**config.mk**
```make
export PLATFORM = sky130hd
export DESIGN_NAME = ptoi_top
export DESIGN_NICKNAME = d
export VERILOG_FILES = /design/src/design/ptoi_pkg.sv /design/src/design/ptoi_sync.sv /design/src/design/ptoi_top.sv
export SDC_FILE = /design/constraint.sdc
export NUM_CORES = 1
export LEC_CHECK = 0
export BUFFER_PORTS_ARGS = -buffer_cell sky130_fd_sc_hd__buf_2
export CORE_ASPECT_RATIO = 0.75
export CORE_MARGIN = 1
export CORE_UTILIZATION = 50
export DETAILED_ROUTE_END_ITERATION = 10
export GPL_ROUTABILITY_DRIVEN = 0
export PLACE_DENSITY = 0.64
export SLEW_MARGIN = 10
export SYNTH_ARGS = -nofsm -noshare
export SYNTH_HDL_FRONTEND = slang
export SYNTH_SLANG_ARGS = --single-unit
```
**constraint.sdc**
```tcl
create_clock -name i_clk -period 3.9 [get_ports i_clk]
set_input_delay 0.195 -clock i_clk [delete_from_list [all_inputs] [get_ports i_clk]]
set_output_delay 0.195 -clock i_clk [all_outputs]
set_load 0.05 [all_outputs]
```
**src/design/ptoi_pkg.sv**
```systemverilog
package ptoi_pkg;
    // ****************************************
    // Timing
    // ****************************************
    localparam int CLK_PERIOD_NS = 10;
    localparam int START_MIN_NS = 1000;
    localparam int START_MIN_CYC = (START_MIN_NS + CLK_PERIOD_NS - 1) / CLK_PERIOD_NS;
    localparam int RESP_MAX_NS = 50;
    localparam int RESP_MAX_CYC = (RESP_MAX_NS / CLK_PERIOD_NS) < 1 ? 1 : (RESP_MAX_NS / CLK_PERIOD_NS);
    localparam int RET_PULSE_NS = 1000;
    localparam int RET_PULSE_CYC = RET_PULSE_NS / CLK_PERIOD_NS;
    localparam int SER_TIMEOUT_NS = 20000;
    localparam int SER_TIMEOUT_CYC = SER_TIMEOUT_NS / CLK_PERIOD_NS;
    localparam int INT_GAP_CYC = 16;
    // ****************************************
    // Widths and codes
    // ****************************************
    localparam int POS_W = 16;
    localparam int CNT_W = 16;
    localparam int SER_W = 26;
    localparam int SLEN_W = 5;
    localparam logic [1:0] SLEN_24 = 2'h0;
    localparam logic [1:0] SLEN_25 = 2'h1;
    localparam logic [4:0] SER_LEN_24 = 5'h18;
    localparam logic [4:0] SER_LEN_25 = 5'h19;
    localparam logic [4:0] SER_LEN_26 = 5'h1A;
    typedef enum logic [2:0] {
        PTOI_MODE_PWM_EXT = 3'b000,
        PTOI_MODE_PWM_INT = 3'b001,
        PTOI_MODE_CTRL = 3'b010,
        PTOI_MODE_DIFF = 3'b011,
        PTOI_MODE_TTL = 3'b100,
        PTOI_MODE_QUAD = 3'b101,
        PTOI_MODE_SER = 3'b110
    } ptoi_mode_type;
    typedef enum logic [1:0] {
        PTOI_ST_IDLE = 2'b00,
        PTOI_ST_MEAS = 2'b01,
        PTOI_ST_STOP = 2'b10,
        PTOI_ST_GAP = 2'b11
    } ptoi_state_type;
endpackage

```
**src/design/ptoi_sync.sv**
```systemverilog
module ptoi_sync (
    // Clock and reset
    input wire logic i_clk,
    input wire logic i_nrst,
    input wire logic i_ce,
    // Data
    input wire logic i_async,
    output logic o_sync
);
    logic meta;
    logic next_meta;
    logic next_sync;

    always_comb begin
        next_meta = i_ce ? i_async : meta;
        next_sync = i_ce ? meta : o_sync;
    end

    always_ff @(posedge i_clk or negedge i_nrst) begin
        if (!i_nrst) begin
            meta <= 1'b0;
            o_sync <= 1'b0;
        end else begin
            meta <= next_meta;
            o_sync <= next_sync;
        end
    end
endmodule

```
**src/design/ptoi_top.sv**
```systemverilog
// Operation
// - Pulse-width output starts within 50 ns of start leading edge.
// - Pulse-width output width is proportional to magnet distance.
// - Internal interrogation repeats pulse-width output with no start pulse.
// - Control-pulse stop edge follows start edge by distance-proportional time.
// - Differential variant returns two 1 us pulses, spaced by distance; a spacing under 1 us merges them into one.
// - TTL variant emits one stop pulse after a valid 1 us start.
// - Quadrature mode drives A, B and index as complementary pairs.
// - Logic 0 on a quadrature channel means plus above minus.
// - Serial word is 24, 25 or 26 bits by configuration.
// - One position bit is shifted out per serial clock pulse.
// - Position keeps updating and loads into the serial shift register.
module ptoi_top (
    // Clock and reset
    input wire logic i_clk,
    input wire logic i_nrst,
    input wire logic i_ce,
    // Configuration
    input wire ptoi_pkg::ptoi_mode_type i_mode,
    input wire logic [1:0] i_ser_len,
    // Position source
    input wire logic [ptoi_pkg::POS_W-1:0] i_position,
    // Interrogation and serial clock pins
    input wire logic i_start,
    input wire logic i_ser_clk,
    // Pulse outputs
    output logic o_pulse_p,
    output logic o_pulse_n,
    // Quadrature pairs
    output logic o_qa_p,
    output logic o_qa_n,
    output logic o_qb_p,
    output logic o_qb_n,
    output logic o_qz_p,
    output logic o_qz_n,
    // Serial data
    output logic o_ser_data
);
    // ****************************************
    // Input synchronisers
    // ****************************************
    logic start_s;
    logic sclk_s;
    ptoi_sync u_sync_start (
        .i_clk(i_clk),
        .i_nrst(i_nrst),
        .i_ce(i_ce),
        .i_async(i_start),
        .o_sync(start_s)
    );

    ptoi_sync u_sync_sclk (
        .i_clk(i_clk),
        .i_nrst(i_nrst),
        .i_ce(i_ce),
        .i_async(i_ser_clk),
        .o_sync(sclk_s)
    );

    // ****************************************
    // Edge detection and position sampling
    // ****************************************
    logic start_d, sclk_d, next_start_d, next_sclk_d;
    logic [ptoi_pkg::POS_W-1:0] pos, next_pos;
    logic start_rise, sclk_fall, sclk_rise;
    always_comb begin
        next_start_d = i_ce ? start_s : start_d;
        next_sclk_d = i_ce ? sclk_s : sclk_d;
        next_pos = i_ce ? i_position : pos;
    end
    always_ff @(posedge i_clk or negedge i_nrst) begin
        if (!i_nrst) begin
            start_d <= 1'b0;
            sclk_d <= 1'b0; // Same as the cleared synchroniser: no false fall after reset
            pos <= '0;
        end else begin
            start_d <= next_start_d;
            sclk_d <= next_sclk_d;
            pos <= next_pos;
        end
    end
    assign start_rise = start_s && !start_d;
    assign sclk_fall = !sclk_s && sclk_d;
    assign sclk_rise = sclk_s && !sclk_d;

    // ****************************************
    // Pulse modes
    // ****************************************
    // Start is acted on at its leading edge so the pulse-width output meets the
    // short response bound; the width check only gates the stop-type modes.
    ptoi_pkg::ptoi_state_type state, next_state;
    logic [ptoi_pkg::CNT_W-1:0] cnt, next_cnt, hi_cnt, next_hi_cnt, pw_len, next_pw_len;
    logic pulse, next_pulse, is_pwm, is_stop_mode, start_ok;
    localparam logic [ptoi_pkg::CNT_W-1:0] RET_CYC = ptoi_pkg::CNT_W'(ptoi_pkg::RET_PULSE_CYC);
    localparam logic [ptoi_pkg::CNT_W-1:0] MIN_CYC = ptoi_pkg::CNT_W'(ptoi_pkg::START_MIN_CYC);
    localparam logic [ptoi_pkg::CNT_W-1:0] GAP_CYC = ptoi_pkg::CNT_W'(ptoi_pkg::INT_GAP_CYC);
    assign is_pwm = (i_mode == ptoi_pkg::PTOI_MODE_PWM_EXT) ||
                    (i_mode == ptoi_pkg::PTOI_MODE_PWM_INT);
    assign is_stop_mode = (i_mode == ptoi_pkg::PTOI_MODE_CTRL) ||
                          (i_mode == ptoi_pkg::PTOI_MODE_DIFF) ||
                          (i_mode == ptoi_pkg::PTOI_MODE_TTL);
    assign start_ok = start_s && (hi_cnt == MIN_CYC - 16'h0001);
    always_comb begin
        next_state = state;
        next_cnt = cnt;
        next_pulse = pulse;
        next_pw_len = pw_len;
        next_hi_cnt = start_s ? ((hi_cnt == MIN_CYC) ? hi_cnt : hi_cnt + 16'h0001) : '0;
        case (state)
            ptoi_pkg::PTOI_ST_IDLE: begin
                if ((i_mode == ptoi_pkg::PTOI_MODE_PWM_EXT) && start_rise) begin
                    next_pulse = 1'b1;
                    next_pw_len = (pos == '0) ? 16'h0001 : pos;
                    next_cnt = 16'h0001;
                    next_state = ptoi_pkg::PTOI_ST_MEAS;
                end else if (i_mode == ptoi_pkg::PTOI_MODE_PWM_INT) begin
                    next_pulse = 1'b1;
                    next_pw_len = (pos == '0) ? 16'h0001 : pos;
                    next_cnt = 16'h0001;
                    next_state = ptoi_pkg::PTOI_ST_MEAS;
                end else if (is_stop_mode && start_ok) begin
                    // Measure from the start leading edge, already MIN_CYC ago
                    next_cnt = MIN_CYC;
                    next_pw_len = pos;
                    next_pulse = (i_mode == ptoi_pkg::PTOI_MODE_DIFF);
                    next_state = ptoi_pkg::PTOI_ST_MEAS;
                end
            end
            ptoi_pkg::PTOI_ST_MEAS: begin
                next_cnt = cnt + 16'h0001;
                if (is_pwm) begin
                    if (cnt >= pw_len) begin
                        next_pulse = 1'b0;
                        next_cnt = '0;
                        next_state = ptoi_pkg::PTOI_ST_GAP;
                    end
                end else begin
                    // First return pulse began at acceptance, with cnt at MIN_CYC
                    if ((i_mode == ptoi_pkg::PTOI_MODE_DIFF) &&
                        (cnt >= MIN_CYC + RET_CYC - 16'h0001)) begin
                        next_pulse = 1'b0;
                    end
                    // A position under one pulse width merges the two differential pulses
                    if (cnt >= pw_len + MIN_CYC) begin
                        next_pulse = 1'b1;
                        next_cnt = 16'h0001;
                        next_state = ptoi_pkg::PTOI_ST_STOP;
                    end
                end
            end
            ptoi_pkg::PTOI_ST_STOP: begin
                next_cnt = cnt + 16'h0001;
                if (cnt >= RET_CYC) begin
                    next_pulse = 1'b0;
                    next_cnt = '0;
                    next_state = ptoi_pkg::PTOI_ST_GAP;
                end
            end
            ptoi_pkg::PTOI_ST_GAP: begin
                next_cnt = cnt + 16'h0001;
                if ((cnt >= GAP_CYC) && !start_s) begin
                    next_state = ptoi_pkg::PTOI_ST_IDLE;
                end
            end
            default: begin
                next_state = ptoi_pkg::PTOI_ST_IDLE;
                next_pulse = 1'b0;
            end
        endcase
        if (!is_pwm && !is_stop_mode) begin
            next_state = ptoi_pkg::PTOI_ST_IDLE;
            next_pulse = 1'b0;
        end
    end
    always_ff @(posedge i_clk or negedge i_nrst) begin
        if (!i_nrst) begin
            state <= ptoi_pkg::PTOI_ST_IDLE;
            cnt <= '0;
            hi_cnt <= '0;
            pw_len <= '0;
            pulse <= 1'b0;
        end else if (i_ce) begin
            state <= next_state;
            cnt <= next_cnt;
            hi_cnt <= next_hi_cnt;
            pw_len <= next_pw_len;
            pulse <= next_pulse;
        end
    end
    always_ff @(posedge i_clk or negedge i_nrst) begin
        if (!i_nrst) begin
            o_pulse_p <= 1'b0;
            o_pulse_n <= 1'b1;
        end else if (i_ce) begin
            o_pulse_p <= next_pulse;
            o_pulse_n <= !next_pulse;
        end
    end

    // ****************************************
    // Quadrature
    // ****************************************
    // Follows position one count per clock; a big jump takes many cycles.
    logic [ptoi_pkg::POS_W-1:0] qpos, next_qpos;
    logic [2:0] quad, next_quad;
    always_comb begin
        next_qpos = qpos;
        if (i_mode == ptoi_pkg::PTOI_MODE_QUAD) begin
            if (pos > qpos) begin
                next_qpos = qpos + 16'h0001;
            end else if (pos < qpos) begin
                next_qpos = qpos - 16'h0001;
            end
        end
        next_quad[0] = next_qpos[1] ^ next_qpos[0]; // Phase A
        next_quad[1] = next_qpos[1]; // Phase B
        next_quad[2] = (next_qpos == '0); // Index at zero
    end
    always_ff @(posedge i_clk or negedge i_nrst) begin
        if (!i_nrst) begin
            qpos <= '0;
            quad <= 3'h0;
            o_qa_p <= 1'b1;
            o_qa_n <= 1'b0;
            o_qb_p <= 1'b1;
            o_qb_n <= 1'b0;
            o_qz_p <= 1'b1;
            o_qz_n <= 1'b0;
        end else if (i_ce) begin
            qpos <= next_qpos;
            quad <= next_quad;
            o_qa_p <= !next_quad[0];
            o_qa_n <= next_quad[0];
            o_qb_p <= !next_quad[1];
            o_qb_n <= next_quad[1];
            o_qz_p <= !next_quad[2];
            o_qz_n <= next_quad[2];
        end
    end

    // ****************************************
    // Serial
    // ****************************************
    logic [ptoi_pkg::SER_W-1:0] shreg, next_shreg;
    logic [ptoi_pkg::SLEN_W-1:0] bits_left, next_bits_left, word_len;
    logic [ptoi_pkg::CNT_W-1:0] idle_cnt, next_idle_cnt;
    logic in_frame, next_in_frame, ser_out, next_ser_out;
    localparam logic [ptoi_pkg::CNT_W-1:0] TO_CYC = ptoi_pkg::CNT_W'(ptoi_pkg::SER_TIMEOUT_CYC);
    always_comb begin
        case (i_ser_len)
            ptoi_pkg::SLEN_24: word_len = ptoi_pkg::SER_LEN_24;
            ptoi_pkg::SLEN_25: word_len = ptoi_pkg::SER_LEN_25;
            default: word_len = ptoi_pkg::SER_LEN_26;
        endcase
    end
    always_comb begin
        next_shreg = shreg;
        next_bits_left = bits_left;
        next_in_frame = in_frame;
        next_ser_out = ser_out;
        next_idle_cnt = (sclk_s && (idle_cnt != TO_CYC)) ? idle_cnt + 16'h0001 :
                        (sclk_s ? idle_cnt : '0);
        if (i_mode != ptoi_pkg::PTOI_MODE_SER) begin
            next_in_frame = 1'b0;
            next_ser_out = 1'b1;
        end else if (sclk_fall && !in_frame) begin
            // Position right-aligned in the word, loaded at frame start
            next_shreg = ptoi_pkg::SER_W'(pos) << (ptoi_pkg::SER_W[4:0] - word_len);
            next_bits_left = word_len;
            next_in_frame = 1'b1;
        end else if (in_frame && sclk_rise) begin
            if (bits_left != '0) begin
                next_ser_out = shreg[ptoi_pkg::SER_W-1];
                next_shreg = {shreg[ptoi_pkg::SER_W-2:0], 1'b0};
                next_bits_left = bits_left - 5'h01;
            end else begin
                next_ser_out = 1'b0;
            end
        end else if (in_frame && (idle_cnt == TO_CYC)) begin
            // Clock idle high long enough: frame ends, line returns high
            next_in_frame = 1'b0;
            next_ser_out = 1'b1;
        end
    end
    always_ff @(posedge i_clk or negedge i_nrst) begin
        if (!i_nrst) begin
            shreg <= '0;
            bits_left <= '0;
            in_frame <= 1'b0;
            ser_out <= 1'b1;
            idle_cnt <= '0;
            o_ser_data <= 1'b1;
        end else if (i_ce) begin
            shreg <= next_shreg;
            bits_left <= next_bits_left;
            in_frame <= next_in_frame;
            ser_out <= next_ser_out;
            idle_cnt <= next_idle_cnt;
            o_ser_data <= next_ser_out;
        end
    end

    // ****************************************
    // Checks
    // ****************************************
    a_pwm_start_resp: assert property (@(posedge i_clk) disable iff (!i_nrst)
        (i_ce && state == ptoi_pkg::PTOI_ST_IDLE && i_mode == ptoi_pkg::PTOI_MODE_PWM_EXT
         && start_rise) |=> o_pulse_p)
        else $error("pulse output late after start");
    a_quad_pair_comp: assert property (@(posedge i_clk) disable iff (!i_nrst)
        (o_qa_p != o_qa_n) && (o_qb_p != o_qb_n) && (o_qz_p != o_qz_n))
        else $error("quadrature pair not complementary");
    a_quad_zero_level: assert property (@(posedge i_clk) disable iff (!i_nrst)
        i_ce |=> (o_qa_p == !quad[0]) && (o_qb_p == !quad[1]) &&
                 (quad[0] == (qpos[1] ^ qpos[0])))
        else $error("quadrature logic level wrong");
    a_ser_len_load: assert property (@(posedge i_clk) disable iff (!i_nrst)
        (i_ce && i_mode == ptoi_pkg::PTOI_MODE_SER && sclk_fall && !in_frame)
        |=> (bits_left == $past(word_len)))
        else $error("serial length not loaded");
    a_ser_bit_step: assert property (@(posedge i_clk) disable iff (!i_nrst)
        (i_ce && i_mode == ptoi_pkg::PTOI_MODE_SER && in_frame && sclk_rise && bits_left != '0)
        |=> (bits_left == $past(bits_left) - 5'h01))
        else $error("serial bit count not stepped");
    a_ser_msb_first: assert property (@(posedge i_clk) disable iff (!i_nrst)
        (i_ce && i_mode == ptoi_pkg::PTOI_MODE_SER && in_frame && sclk_rise && bits_left != '0)
        |=> ##1 (o_ser_data == $past(shreg[ptoi_pkg::SER_W-1], 2)))
        else $error("serial bit not msb first");
    a_pos_track: assert property (@(posedge i_clk) disable iff (!i_nrst)
        i_ce |=> (pos == $past(i_position)))
        else $error("position not updated");
    a_pwm_int_run: assert property (@(posedge i_clk) disable iff (!i_nrst)
        (i_ce && state == ptoi_pkg::PTOI_ST_IDLE && i_mode == ptoi_pkg::PTOI_MODE_PWM_INT)
        |=> (state == ptoi_pkg::PTOI_ST_MEAS && pulse))
        else $error("internal interrogation stalled");
endmodule

```
==> metrics.md, run 1 <==
| Metric | Value |
|---|---|
| Die width | 159.3 microns |
| PortBufs | 34 |
| Layout Nets | 1158 |
| Remaining routing DRC violations | 0 |
| Initial antenna violation count | 0 |
| Layout cell share with drive strength beyond 1 | 0.1294 |
| H-tree depth | 4 |
| Kind of critical path | flip-flop to flip-flop |
| CTS sink count | 144 |
| FP Rows | 42 |
| Main flop type after synthesis | dfrtp_1 |
| Clk_lat worst skew | 0.43 ns |
| Routed wire length | 22.59 mm |
| Grt ovf | 0 |
| I/O Pins | 35 |
| Synth Area in Compound Gates | 0.1572 |
| CP Cell Sequence | inv_1 > ha_1 > nor2b_1 > o211ai_1 > a2111o_1 > nand3_1 > o221ai_1 > o21ai_0 > o21ai_0 > ha_1 > nand4_1 > o22ai_1 > o211a_1 > o2111ai_1 > o21a_1 |
| Req. time, crit path | 4.26 ns |
| Pwr/cell area | 603.5 nW/um^2 |
| First-pass GRT wire length | 37.49 mm |
| Syn. warnings | 0 |
| Worst path max stage delay | 0.52 ns |
| Worst Path Arrival | 3.90 ns |
| Mux contribution to synthesized area | 0.06516 |
| Fin crit share | 0.9071 |
| Core Footprint | 17920 sq um |
| Area after DPL | 9704 sq um |
| Crit. End Element | flip-flop |
| Clk slew on worst S/H paths | 0.06 ns |
| Top sig layer | met4 |
| Setup repair bufs after CTS | 0 |
| CTS Buffer Depth | 2 |
| EDFF count, synth | 0 |
| Final Skew | 0.009040 ns |
| Asr flop ratio synth | 1.000 |
| DP HPWL | 16.00 mm |
| Area Growth Syn to Fin | 13.26% |
| Multi-input gate area | 5296 sq um |
| Leading cell type in the layout, fill and taps excluded | dfrtp_1 |
| Initial DRC count | 705 |
| Slowest CP cell | dfrtp_1 |
| RSZ-0062 raised after global routing | false |
| Total GRT Usage | 0.2467 |
| Largest net degree at the start of global routing | 88 |
| Endpoints failing setup | 0 |
| Post-synthesis simple-gate area fraction | 0.2028 |
| Vias in the first global route | 7247 |
| Slew headroom | 0.3794 |
| Synth Area in XOR/XNOR | 0.06232 |
| Sequential-to-total area share from yosys stat | 0.3892 |
| Largest family of logic cells by synthesized area | simple AND/OR/NAND/NOR gates |
| CTS tree | built |
| Cells after synthesis | 1025 |
| Final Hold Viols | 0 |
| Post-Syn Area | 9275 sq um |
| Number of buffers created by CTS | 17 |
| Crit start category | flip-flop |
| Drt pass-1 iters | 5 |
| Max Fclk | 282.7 MHz |
| Slew Viols, Final | 0 |
| Final hold slack | 0.01405 ns |
| Peak VDD IR | 0.2915 mV |
| Commonest non-fill, non-tap cells in the layout | dfrtp_1 (139), nor2_1 (102), nand2_1 (98) |
| WL met2 | 9.432 mm |
| Antenna Cells | 0 |
| Final Instance Area | 10510 sq um |
| DR WL/cell | 17.06 microns |
| Post-DRT Antenna Nets | 0 |
| Crit path max fanout | 9 |
| Die area | 19100 sq um |
| Drt via density | 5.869 |
| HP Class | primary input to flip-flop |
| Die height | 120.0 microns |
| DR WL met3 | 1.485 mm |
| Yosys reg bits | 144 |
| Layout fillers | 1581 |
| Setup_tns | 0 ns |
| Max cap viols | 0 |
| Yosys cell types | 75 |
| Tmin final | 3.538 ns |
| Worst Max-Slew Pin Slew | 0.9275 ns |
| Adder-cell share of the synthesized area | 0.08364 |
| Outcome | completed |
| Initial core utilization | 0.5176 |
| Seq. cell area | 3610 sq um |
| Vias | 7770 |
| Met1 wire length | 11.48 mm |
| Syn_area_per_cell | 9.049 sq um |
| Root cell of the clock tree | clkbuf_16 |
| Syn_nets | 1113 |
| P_leak | 4.688 nW |
==> cells by family (layout without fill, tap and decap cells) <==
| kind of cell | after synthesis | in the layout |
|---|---|---|
| xor gates and xnor gates | 66 | 66 |
| adders and majority gates | 62 | 62 |
| buffers and inverters | 94 | 151 |
| DFF | 144 | 144 |
| AOI/OAI and AO/OA | 230 | 230 |
| and+or+nand+nor | 373 | 373 |
| muxes | 56 | 56 |
==> metal layers <==
layer,track usage,vias to the layer above
met4,0.06250,0
met5,0,-
met2,0.3553,249
met1,0.3704,3726
li1,-,3775
met3,0.05634,20
==> registers in the layout, indices dropped and copies added, names as in the netlist, 2 cells and up <==
signal     cells
bits_left      5
cnt           16
hi_cnt        16
idle_cnt      16
pos           16
pw_len        16
qpos          16
shreg         26
state          2
==> cells in the mapped netlist, types with 21 or more instances <==
library cell  instances  area share
mux2_2               35       0.042
nand3_1              38       0.021
dfrtp_1             139        0.38
inv_1                55       0.022
a21oi_1              79       0.043
nand2_1              98       0.040
mux2i_1              21       0.023
ha_1                 62       0.084
nor3_1               25       0.013
nor2_1              102       0.041
xor2_1               21       0.020
nand4_1              28       0.019
clkbuf_1             25       0.010
o21ai_0              57       0.031
xnor2_1              45       0.042
==> path summary, 6_finish.rpt <==
kind	start	to	slack (ns)	cells past startpoint
worst max register to register	qpos[1]$_DFFE_PN0P_	o_qz_p$_DFFE_PN1P_	0.36	15
worst min-delay path	i_ser_clk	u_sync_sclk.meta$_DFFE_PN0P_	0.01	2
min in group asynchronous	i_nrst	idle_cnt[8]$_DFFE_PN0P_	0.40	2
worst min register to register	shreg[11]$_DFFE_PN0P_	shreg[11]$_DFFE_PN0P_	0.48	2
max in group asynchronous	i_nrst	o_qb_p$_DFFE_PN1P_	2.50	3
worst max-delay path	qpos[1]$_DFFE_PN0P_	o_qz_p$_DFFE_PN1P_	0.36	15
==> repair_timing <==
item | CTS | global route
gates resized for setup | 0 | 0
hold endpoints to repair | 97 | 0
hold buffers | 15 | 0
==> area by class of cell <==
cell class,instances,area share
Sequential cell,144,0.3436
Inverter,57,0.02037
Clock buffer,19,0.04216
Timing Repair Buffer,63,0.04109
Tap cell,242,0.02882
Multi-Input combinational cell,787,0.5042
Clock inverter,12,0.01977
==> report_power, final <==
group | internal, mW | leakage [nW] | switching (mW) | total [mW]
clock | 1.16 | 0.318 | 0.670 | 1.83
sequential | 1.78 | 1.84 | 0.388 | 2.17
combinational | 0.956 | 2.53 | 1.39 | 2.34
total | 3.89 | 4.69 | 2.45 | 6.34
==> stage by stage <==
stage / cells / worst slack, ns / util / power (mW)
after floorplan: 1025 / 0.4560 / - / 3.869
after global placement: 1278 / 0.6523 / 0.5415 / 4.445
after detailed placement: 1278 / 0.5828 / 0.5415 / 4.475
after CTS: 1324 / 0.4038 / 0.5862 / 6.343
after global routing: 1324 / 0.1143 / 0.5862 / 6.748
final: 1324 / 0.3622 / 0.5862 / 6.340
==> critical path: cells and delay by family, from the launching register on <==
kind	cells	cell delay (ns)
fa+ha+maj	2	0.57
flops	1	0.52
buf+inv	1	0.19
simple gates	3	0.48
compound gates	9	1.72
(Power assumes the default switching activity.)
==> run 2: changes to the inputs <==
- CORE_UTILIZATION: 50 -> 60
- PLACE_DENSITY: 0.64 -> 0.75
==> run 2 against run 1 <==
  * Via count increased by 0.84%
  * Non-clock buffer count is 6 lower
  * First-iteration DRC count increased by 8.2%
  * Combinational power about the same
  * Worst hold slack worse by 0.0035 ns
  * Critical path type unchanged
  * Largest power group unchanged
==> metrics.md, run 2 (synthesis gave the netlist of run 1 again) <==
| Metric | Value |
|---|---|
| Drt pass-1 iters | 7 (+2) |
| Initial antenna violation count | 0 (unchanged) |
| Vias in the first global route | 7329 (+1.1%) |
| Initial core utilization | 0.6273 (+0.1097) |
| Die height | 109.7 microns (-8.6%) |
| Crit start category | flip-flop |
| I/O Pins | 35 (unchanged) |
| Area Growth Syn to Fin | 11.49% |
| Total GRT Usage | 0.2963 (+0.04966) |
| Antenna Cells | 0 (unchanged) |
| Biggest register | shreg |
| P_leak | 4.612 nW (-1.6%) |
| Commonest non-fill, non-tap cells in the layout | dfrtp_1 (139), nor2_1 (102), nand2_1 (98) |
| HP Class | primary input to flip-flop |
| Clk_lat worst skew | 0.43 ns (about the same) |
| PortBufs | 34 (unchanged) |
| Initial DRC count | 763 (+8.2%) |
| FP Rows | 38 (-9.5%) |
| Routed wire length | 22.19 mm (-1.8%) |
| Post-DRT Antenna Nets | 0 (unchanged) |
| Vias | 7835 (+0.84%) |
| Req. time, crit path | 4.27 ns (about the same) |
| CTS Buffer Depth | 2 (unchanged) |
| Setup_tns | 0 ns (unchanged) |
| Slew Viols, Final | 0 (unchanged) |
| Layout fillers | 1148 (-27%) |
| DR WL/cell | 17.37 microns (+1.8%) |
| First-pass GRT wire length | 37.09 mm (-1.0%) |
| Grt ovf | 0 (unchanged) |
| Setup repair bufs after CTS | 0 (unchanged) |
| # resized after CTS | 0 (unchanged) |
| Pwr/cell area | 596.5 nW/um^2 (-1.2%) |
| Final hold slack | 0.01053 ns (-0.003529 ns) |
| # placed instances | 1233 (-3.5%) |
| Final Skew | 0.008929 ns (-0.0001113 ns) |
| Final Hold Viols | 0 (unchanged) |
| Dpl ws | 0.5763 ns (-0.006505 ns) |
| Finished Layout Cells | 1277 (-3.5%) |
| Drt via density | 6.135 (+4.5%) |
| Kind of critical path | flip-flop to flip-flop |
| # hold bufs at CTS | 12 (-3) |
| Worst Max-Slew Pin Slew | 0.8884 ns (-0.03911 ns) |
| Number of buffers created by CTS | 17 (unchanged) |
| Slack of the critical path | 0.4220 ns (+0.05975 ns) |
| Leading cell type in the layout, fill and taps excluded | dfrtp_1 |
| Worst Path Arrival | 3.84 ns (-0.06 ns) |
| Peak VDD IR | 0.4074 mV (+40%) |
| CTS sink count | 144 (unchanged) |
| Slew headroom | 0.4055 (+0.02617) |
| H-tree depth | 4 (unchanged) |
| Layout Nets | 1152 (-0.52%) |
| Max cap viols | 0 (unchanged) |
| Core Footprint | 14790 sq um (-17%) |
| Remaining routing DRC violations | 0 (unchanged) |
| Endpoints failing setup | 0 (unchanged) |
| Largest net degree at the start of global routing | 96 (+9.1%) |
| Fin crit share | 0.8918 (-0.01532) |
| Die area | 15960 sq um (-16%) |
| Outcome | completed |
| Post-Route Utilization | 0.6994 (+0.1131) |
| Crit path max fanout | 9 (unchanged) |
| Clk slew on worst S/H paths | 0.07 ns (about the same) |
| RSZ-0062 raised after global routing | false |
| CTS tree | built |
| Die width | 145.6 microns (-8.6%) |
| Tmin final | 3.478 ns (-0.05975 ns) |
| DP HPWL | 15.57 mm (-2.7%) |
| Max reg flops | 26 (unchanged) |
| Max Fclk | 287.5 MHz (+1.7%) |
| Root cell of the clock tree | clkbuf_16 |
| Layout cell share with drive strength beyond 1 | 0.1272 (-0.002185) |
| Crit. End Element | flip-flop |
[run 2: worst paths after layout]
check	startpoint	end	slack, ns	depth (start not counted)
setup / recovery	qpos[7]$_DFFE_PN0P_	o_qz_p$_DFFE_PN1P_	0.42	14
hold / removal	i_position[0]	pos[0]$_DFFE_PN0P_	0.01	3
setup reg to reg	qpos[7]$_DFFE_PN0P_	o_qz_p$_DFFE_PN1P_	0.42	14
hold reg to reg	shreg[6]$_DFFE_PN0P_	shreg[6]$_DFFE_PN0P_	0.48	2
max in group asynchronous	i_nrst	o_qa_p$_DFFE_PN1P_	2.51	3
min in group asynchronous	i_nrst	idle_cnt[7]$_DFFE_PN0P_	0.42	2
[run 2: final cells by class]
type                       count  area, sq um  area share
multi-input combinational    787         5296      0.5122
sequential                   144         3610      0.3491
clock buffer                  21        460.4     0.04453
timing repair buffer          57        379.1     0.03666
tap                          200        250.2     0.02420
inverter                      57        214.0     0.02069
clock inverter                11        131.4     0.01270
[run 2: worst max-delay path, stage by stage, from the launching register on]
cell and delay [ns]:
dfrtp_1 0.49, inv_1 0.18, ha_1 0.37, nand4_2 0.22
a2111oi_2 0.62, nor3_2 0.20, a21oi_1 0.16, o21ai_0 0.08
o21ai_0 0.13, ha_1 0.24, nand4_1 0.10, o22ai_1 0.22
o211a_1 0.17, o2111ai_1 0.11, o21a_1 0.14
[run 2: power by group]
part | internal [mW] | switching, mW | total, mW
sequential | 1.78 | 0.395 | 2.18
combinational | 0.950 | 1.39 | 2.34
clock | 0.980 | 0.670 | 1.65
total | 3.71 | 2.46 | 6.17
[run 2: per-layer routing]
layer	up-vias	routed length (microns)	GRT usage
li1	3757	-	-
met1	3708	10750	0.4232
met2	316	9215	0.4368
met3	54	1888	0.08133
met4	0	328	0.09474
met5	-	0	0
[run 2: per-stage QoR]
step / power [mW] / instance area, sq um
CTS: 6.152 / 10340
global route: 6.575 / 10340
floorplan: 3.869 / 9275
detailed placement: 4.468 / 9629
global placement: 4.401 / 9629
finish: 6.169 / 10340
==> run 3: changes to the inputs <==
- PLACE_DENSITY: 0.75 -> 0.78
==> run 3 against run 2 <==
  * Sequential share of layout area down 0.30 points
  * Total power up 0.22%
  * Critical endpoint is now o_qz_n$_DFFE_PN0P_
  * Flip-flop and latch count unchanged
  * First-iteration DRC count up 22%
  * Critical path type unchanged
  * Highest routed layer unchanged
  * Global-route usage up 0.46 points
  * Non-clock buffer count up 13
==> metrics.md, run 3 (synthesis gave the netlist of run 1 again) <==
| Metric | Value |
|---|---|
| Layout Nets | 1165 (+1.1%) |
| CP Cell Sequence | clkinv_1 > ha_1 > nand4_2 > or4_4 > nand2_1 > a21oi_1 > o21ai_0 > o21ai_0 > ha_1 > o2111ai_1 > o22ai_1 > o211a_1 > o2111ai_1 > o21ai_1 |
| Max reg flops | 26 (unchanged) |
| Slew Viols, Final | 0 (unchanged) |
| Final Instance Area | 10430 sq um (+0.87%) |
| Setup_tns | 0 ns (unchanged) |
| Layout cell share with drive strength beyond 1 | 0.1321 (+0.004905) |
| NetSw | 2.462 mW (+0.23%) |
| Worst Max-Slew Pin Slew | 1.020 ns (+0.1320 ns) |
| Worst Reg-to-Reg Cells | 14 (unchanged) |
| CTS tree | built |
| # resized after CTS | 0 (unchanged) |
| CP Launch Point | qpos[11]$_DFFE_PN0P_ |
| Initial DRC count | 930 (+22%) |
| Vias in the first global route | 7469 (+1.9%) |
| Grt ovf | 0 (unchanged) |
| Crit path max fanout | 6 (-3) |
| CTS sink count | 144 (unchanged) |
| Req. time, crit path | 4.20 ns (-0.07 ns) |
| Hold path cells | 2 (-1) |
| Setup repair bufs after CTS | 0 (unchanged) |
| Crit start category | flip-flop |
| Leading cell type in the layout, fill and taps excluded | dfrtp_1 |
| Worst r2r dst | o_qz_n$_DFFE_PN0P_ |
| Initial core utilization | 0.6273 (unchanged) |
| Antenna Cells | 0 (unchanged) |
| P_leak | 4.683 nW (+1.5%) |
| Core Footprint | 14790 sq um (unchanged) |
| Remaining routing DRC violations | 0 (unchanged) |
| FP Rows | 38 (unchanged) |
| Sw frac | 0.3982 (about the same) |
| PortBufs | 34 (unchanged) |
| Biggest register | shreg |
| CTS Buffer Depth | 2 (unchanged) |
| Endpoints failing setup | 0 (unchanged) |
| HP Class | primary input to flip-flop |
| Routed wire length | 22.70 mm (+2.3%) |
| R2r setup slk | 0.50 ns (+0.08 ns) |
| Kind of critical path | flip-flop to flip-flop |
| Initial antenna violation count | 0 (unchanged) |
| Pwr/cell area | 592.7 nW/um^2 (-0.64%) |
| Die height | 109.7 microns (unchanged) |
| Number of buffers created by CTS | 17 (unchanged) |
| Clk slew on worst S/H paths | 0.06 ns (about the same) |
| Drt via density | 6.161 (+0.42%) |
| Max Fclk | 294.5 MHz (+2.4%) |
| First-pass GRT wire length | 37.53 mm (+1.2%) |
| DP HPWL | 15.65 mm (+0.50%) |
| Clock group share of total power | 0.261 (-0.006) |
| Largest net degree at the start of global routing | 88 (-8.3%) |
| I/O Pins | 35 (unchanged) |
| Worst Path Arrival | 3.70 ns (-0.14 ns) |
| Drt pass-1 iters | 7 (unchanged) |
| Fin crit share | 0.8708 (-0.02104) |
| # hold bufs at CTS | 17 (+5) |
| Die area | 15960 sq um (unchanged) |
| Sequential Power Share | 0.349 (-0.004) |
| Peak VDD IR | 0.4273 mV (+4.9%) |
| Crit. End Element | flip-flop |
| Commonest non-fill, non-tap cells in the layout | dfrtp_1 (139), nor2_1 (102), nand2_1 (98) |
| Buf/Inv on CP | 1 (unchanged) |
| Area after DPL | 9689 sq um (+0.62%) |
| Worst path max stage delay | 0.62 ns (about the same) |
| H-tree depth | 4 (unchanged) |
| Slew headroom | 0.3183 (-0.08726) |
| Hold Crit Start | i_position[11] |
| Hold EP | pos[11]$_DFFE_PN0P_ |
| Final Skew | 0.006826 ns (-0.002103 ns) |
| Tmin final | 3.396 ns (-0.08205 ns) |
| Outcome | completed |
| Crit-path leading delay family | simple AND/OR/NAND/NOR gates |
| Worst R2R Start | qpos[11]$_DFFE_PN0P_ |
| Post-DRT Antenna Nets | 0 (unchanged) |
| RSZ-0062 raised after global routing | false |
| Final Hold Viols | 0 (unchanged) |
| Root cell of the clock tree | clkbuf_16 |
| Crit path depth | 14 (unchanged) |
| Total GRT Usage | 0.3010 (+0.004649) |
| Gate power share | 0.390 (+0.011) |
| Int Pwr | 3.721 mW (+0.22%) |
| Slowest CP cell | or4_4 |
| DR WL/cell | 17.59 microns (+1.3%) |
| Clk_lat worst skew | 0.43 ns (about the same) |
| Die width | 145.6 microns (unchanged) |
| Max cap viols | 0 (unchanged) |
| Vias | 7948 (+1.4%) |
| Area Growth Syn to Fin | 12.47% |
run 3: how the worst max path moves through the flow:
stage | end | slack [ns]
finish | o_qz_n$_DFFE_PN0P_ | 0.50
global route | o_qz_p$_DFFE_PN1P_ | 0.35
CTS | o_qz_p$_DFFE_PN1P_ | 0.61
detailed placement | cnt[9]$_DFFE_PN0P_ | 0.65
global placement | cnt[9]$_DFFE_PN0P_ | 0.70
floorplan | o_qz_p$_DFFE_PN1P_ | 0.46
run 3: layout make-up:
| cell class | instances | area, sq um |
|---|---|---|
| Multi-Input combinational cell | 787 | 5296 |
| Fill cell | 1106 | 4355 |
| Sequential cell | 144 | 3610 |
| Timing Repair Buffer | 70 | 489.2 |
| Clock buffer | 20 | 436.7 |
| Tap cell | 200 | 250.2 |
| Inverter | 57 | 214.0 |
| Clock inverter | 12 | 135.1 |
run 3: stage by stage:
stage / hold slack, ns / total power, mW / cells / util / setup slack, ns
finish: 0.01822 / 6.182 / 1290 / 0.7054 / 0.5040
global route: 0.002777 / 6.581 / 1290 / 0.7054 / 0.3517
CTS: 0.008366 / 6.154 / 1290 / 0.7054 / 0.6086
detailed placement: 0.3192 / 4.492 / 1241 / 0.6553 / 0.6501
global placement: 0.3137 / 4.439 / 1241 / 0.6553 / 0.6979
floorplan: -0.1006 / 3.869 / 1025 / - / 0.4560
run 3: layer usage:
layer	global-route usage	up-vias	routed length (microns)	share of wire
met4	0.09248	0	282	0.012
met1	0.4298	3721	10640	0.47
li1	-	3793	-	-
met5	0	-	0	0
met3	0.08174	51	2280	0.10
met2	0.4461	383	9497	0.42
run 3: power by group through the flow:
stage          sequential (mW)  clock (mW)  combinational (mW)
6_report                  2.16        1.61                2.41
5_1_grt                   2.20        1.69                2.69
4_1_cts                   2.14        1.63                2.38
3_5_place_dp              2.16           0                2.33
3_3_place_gp              2.15           0                2.29
2_1_floorplan             2.13           0                1.74
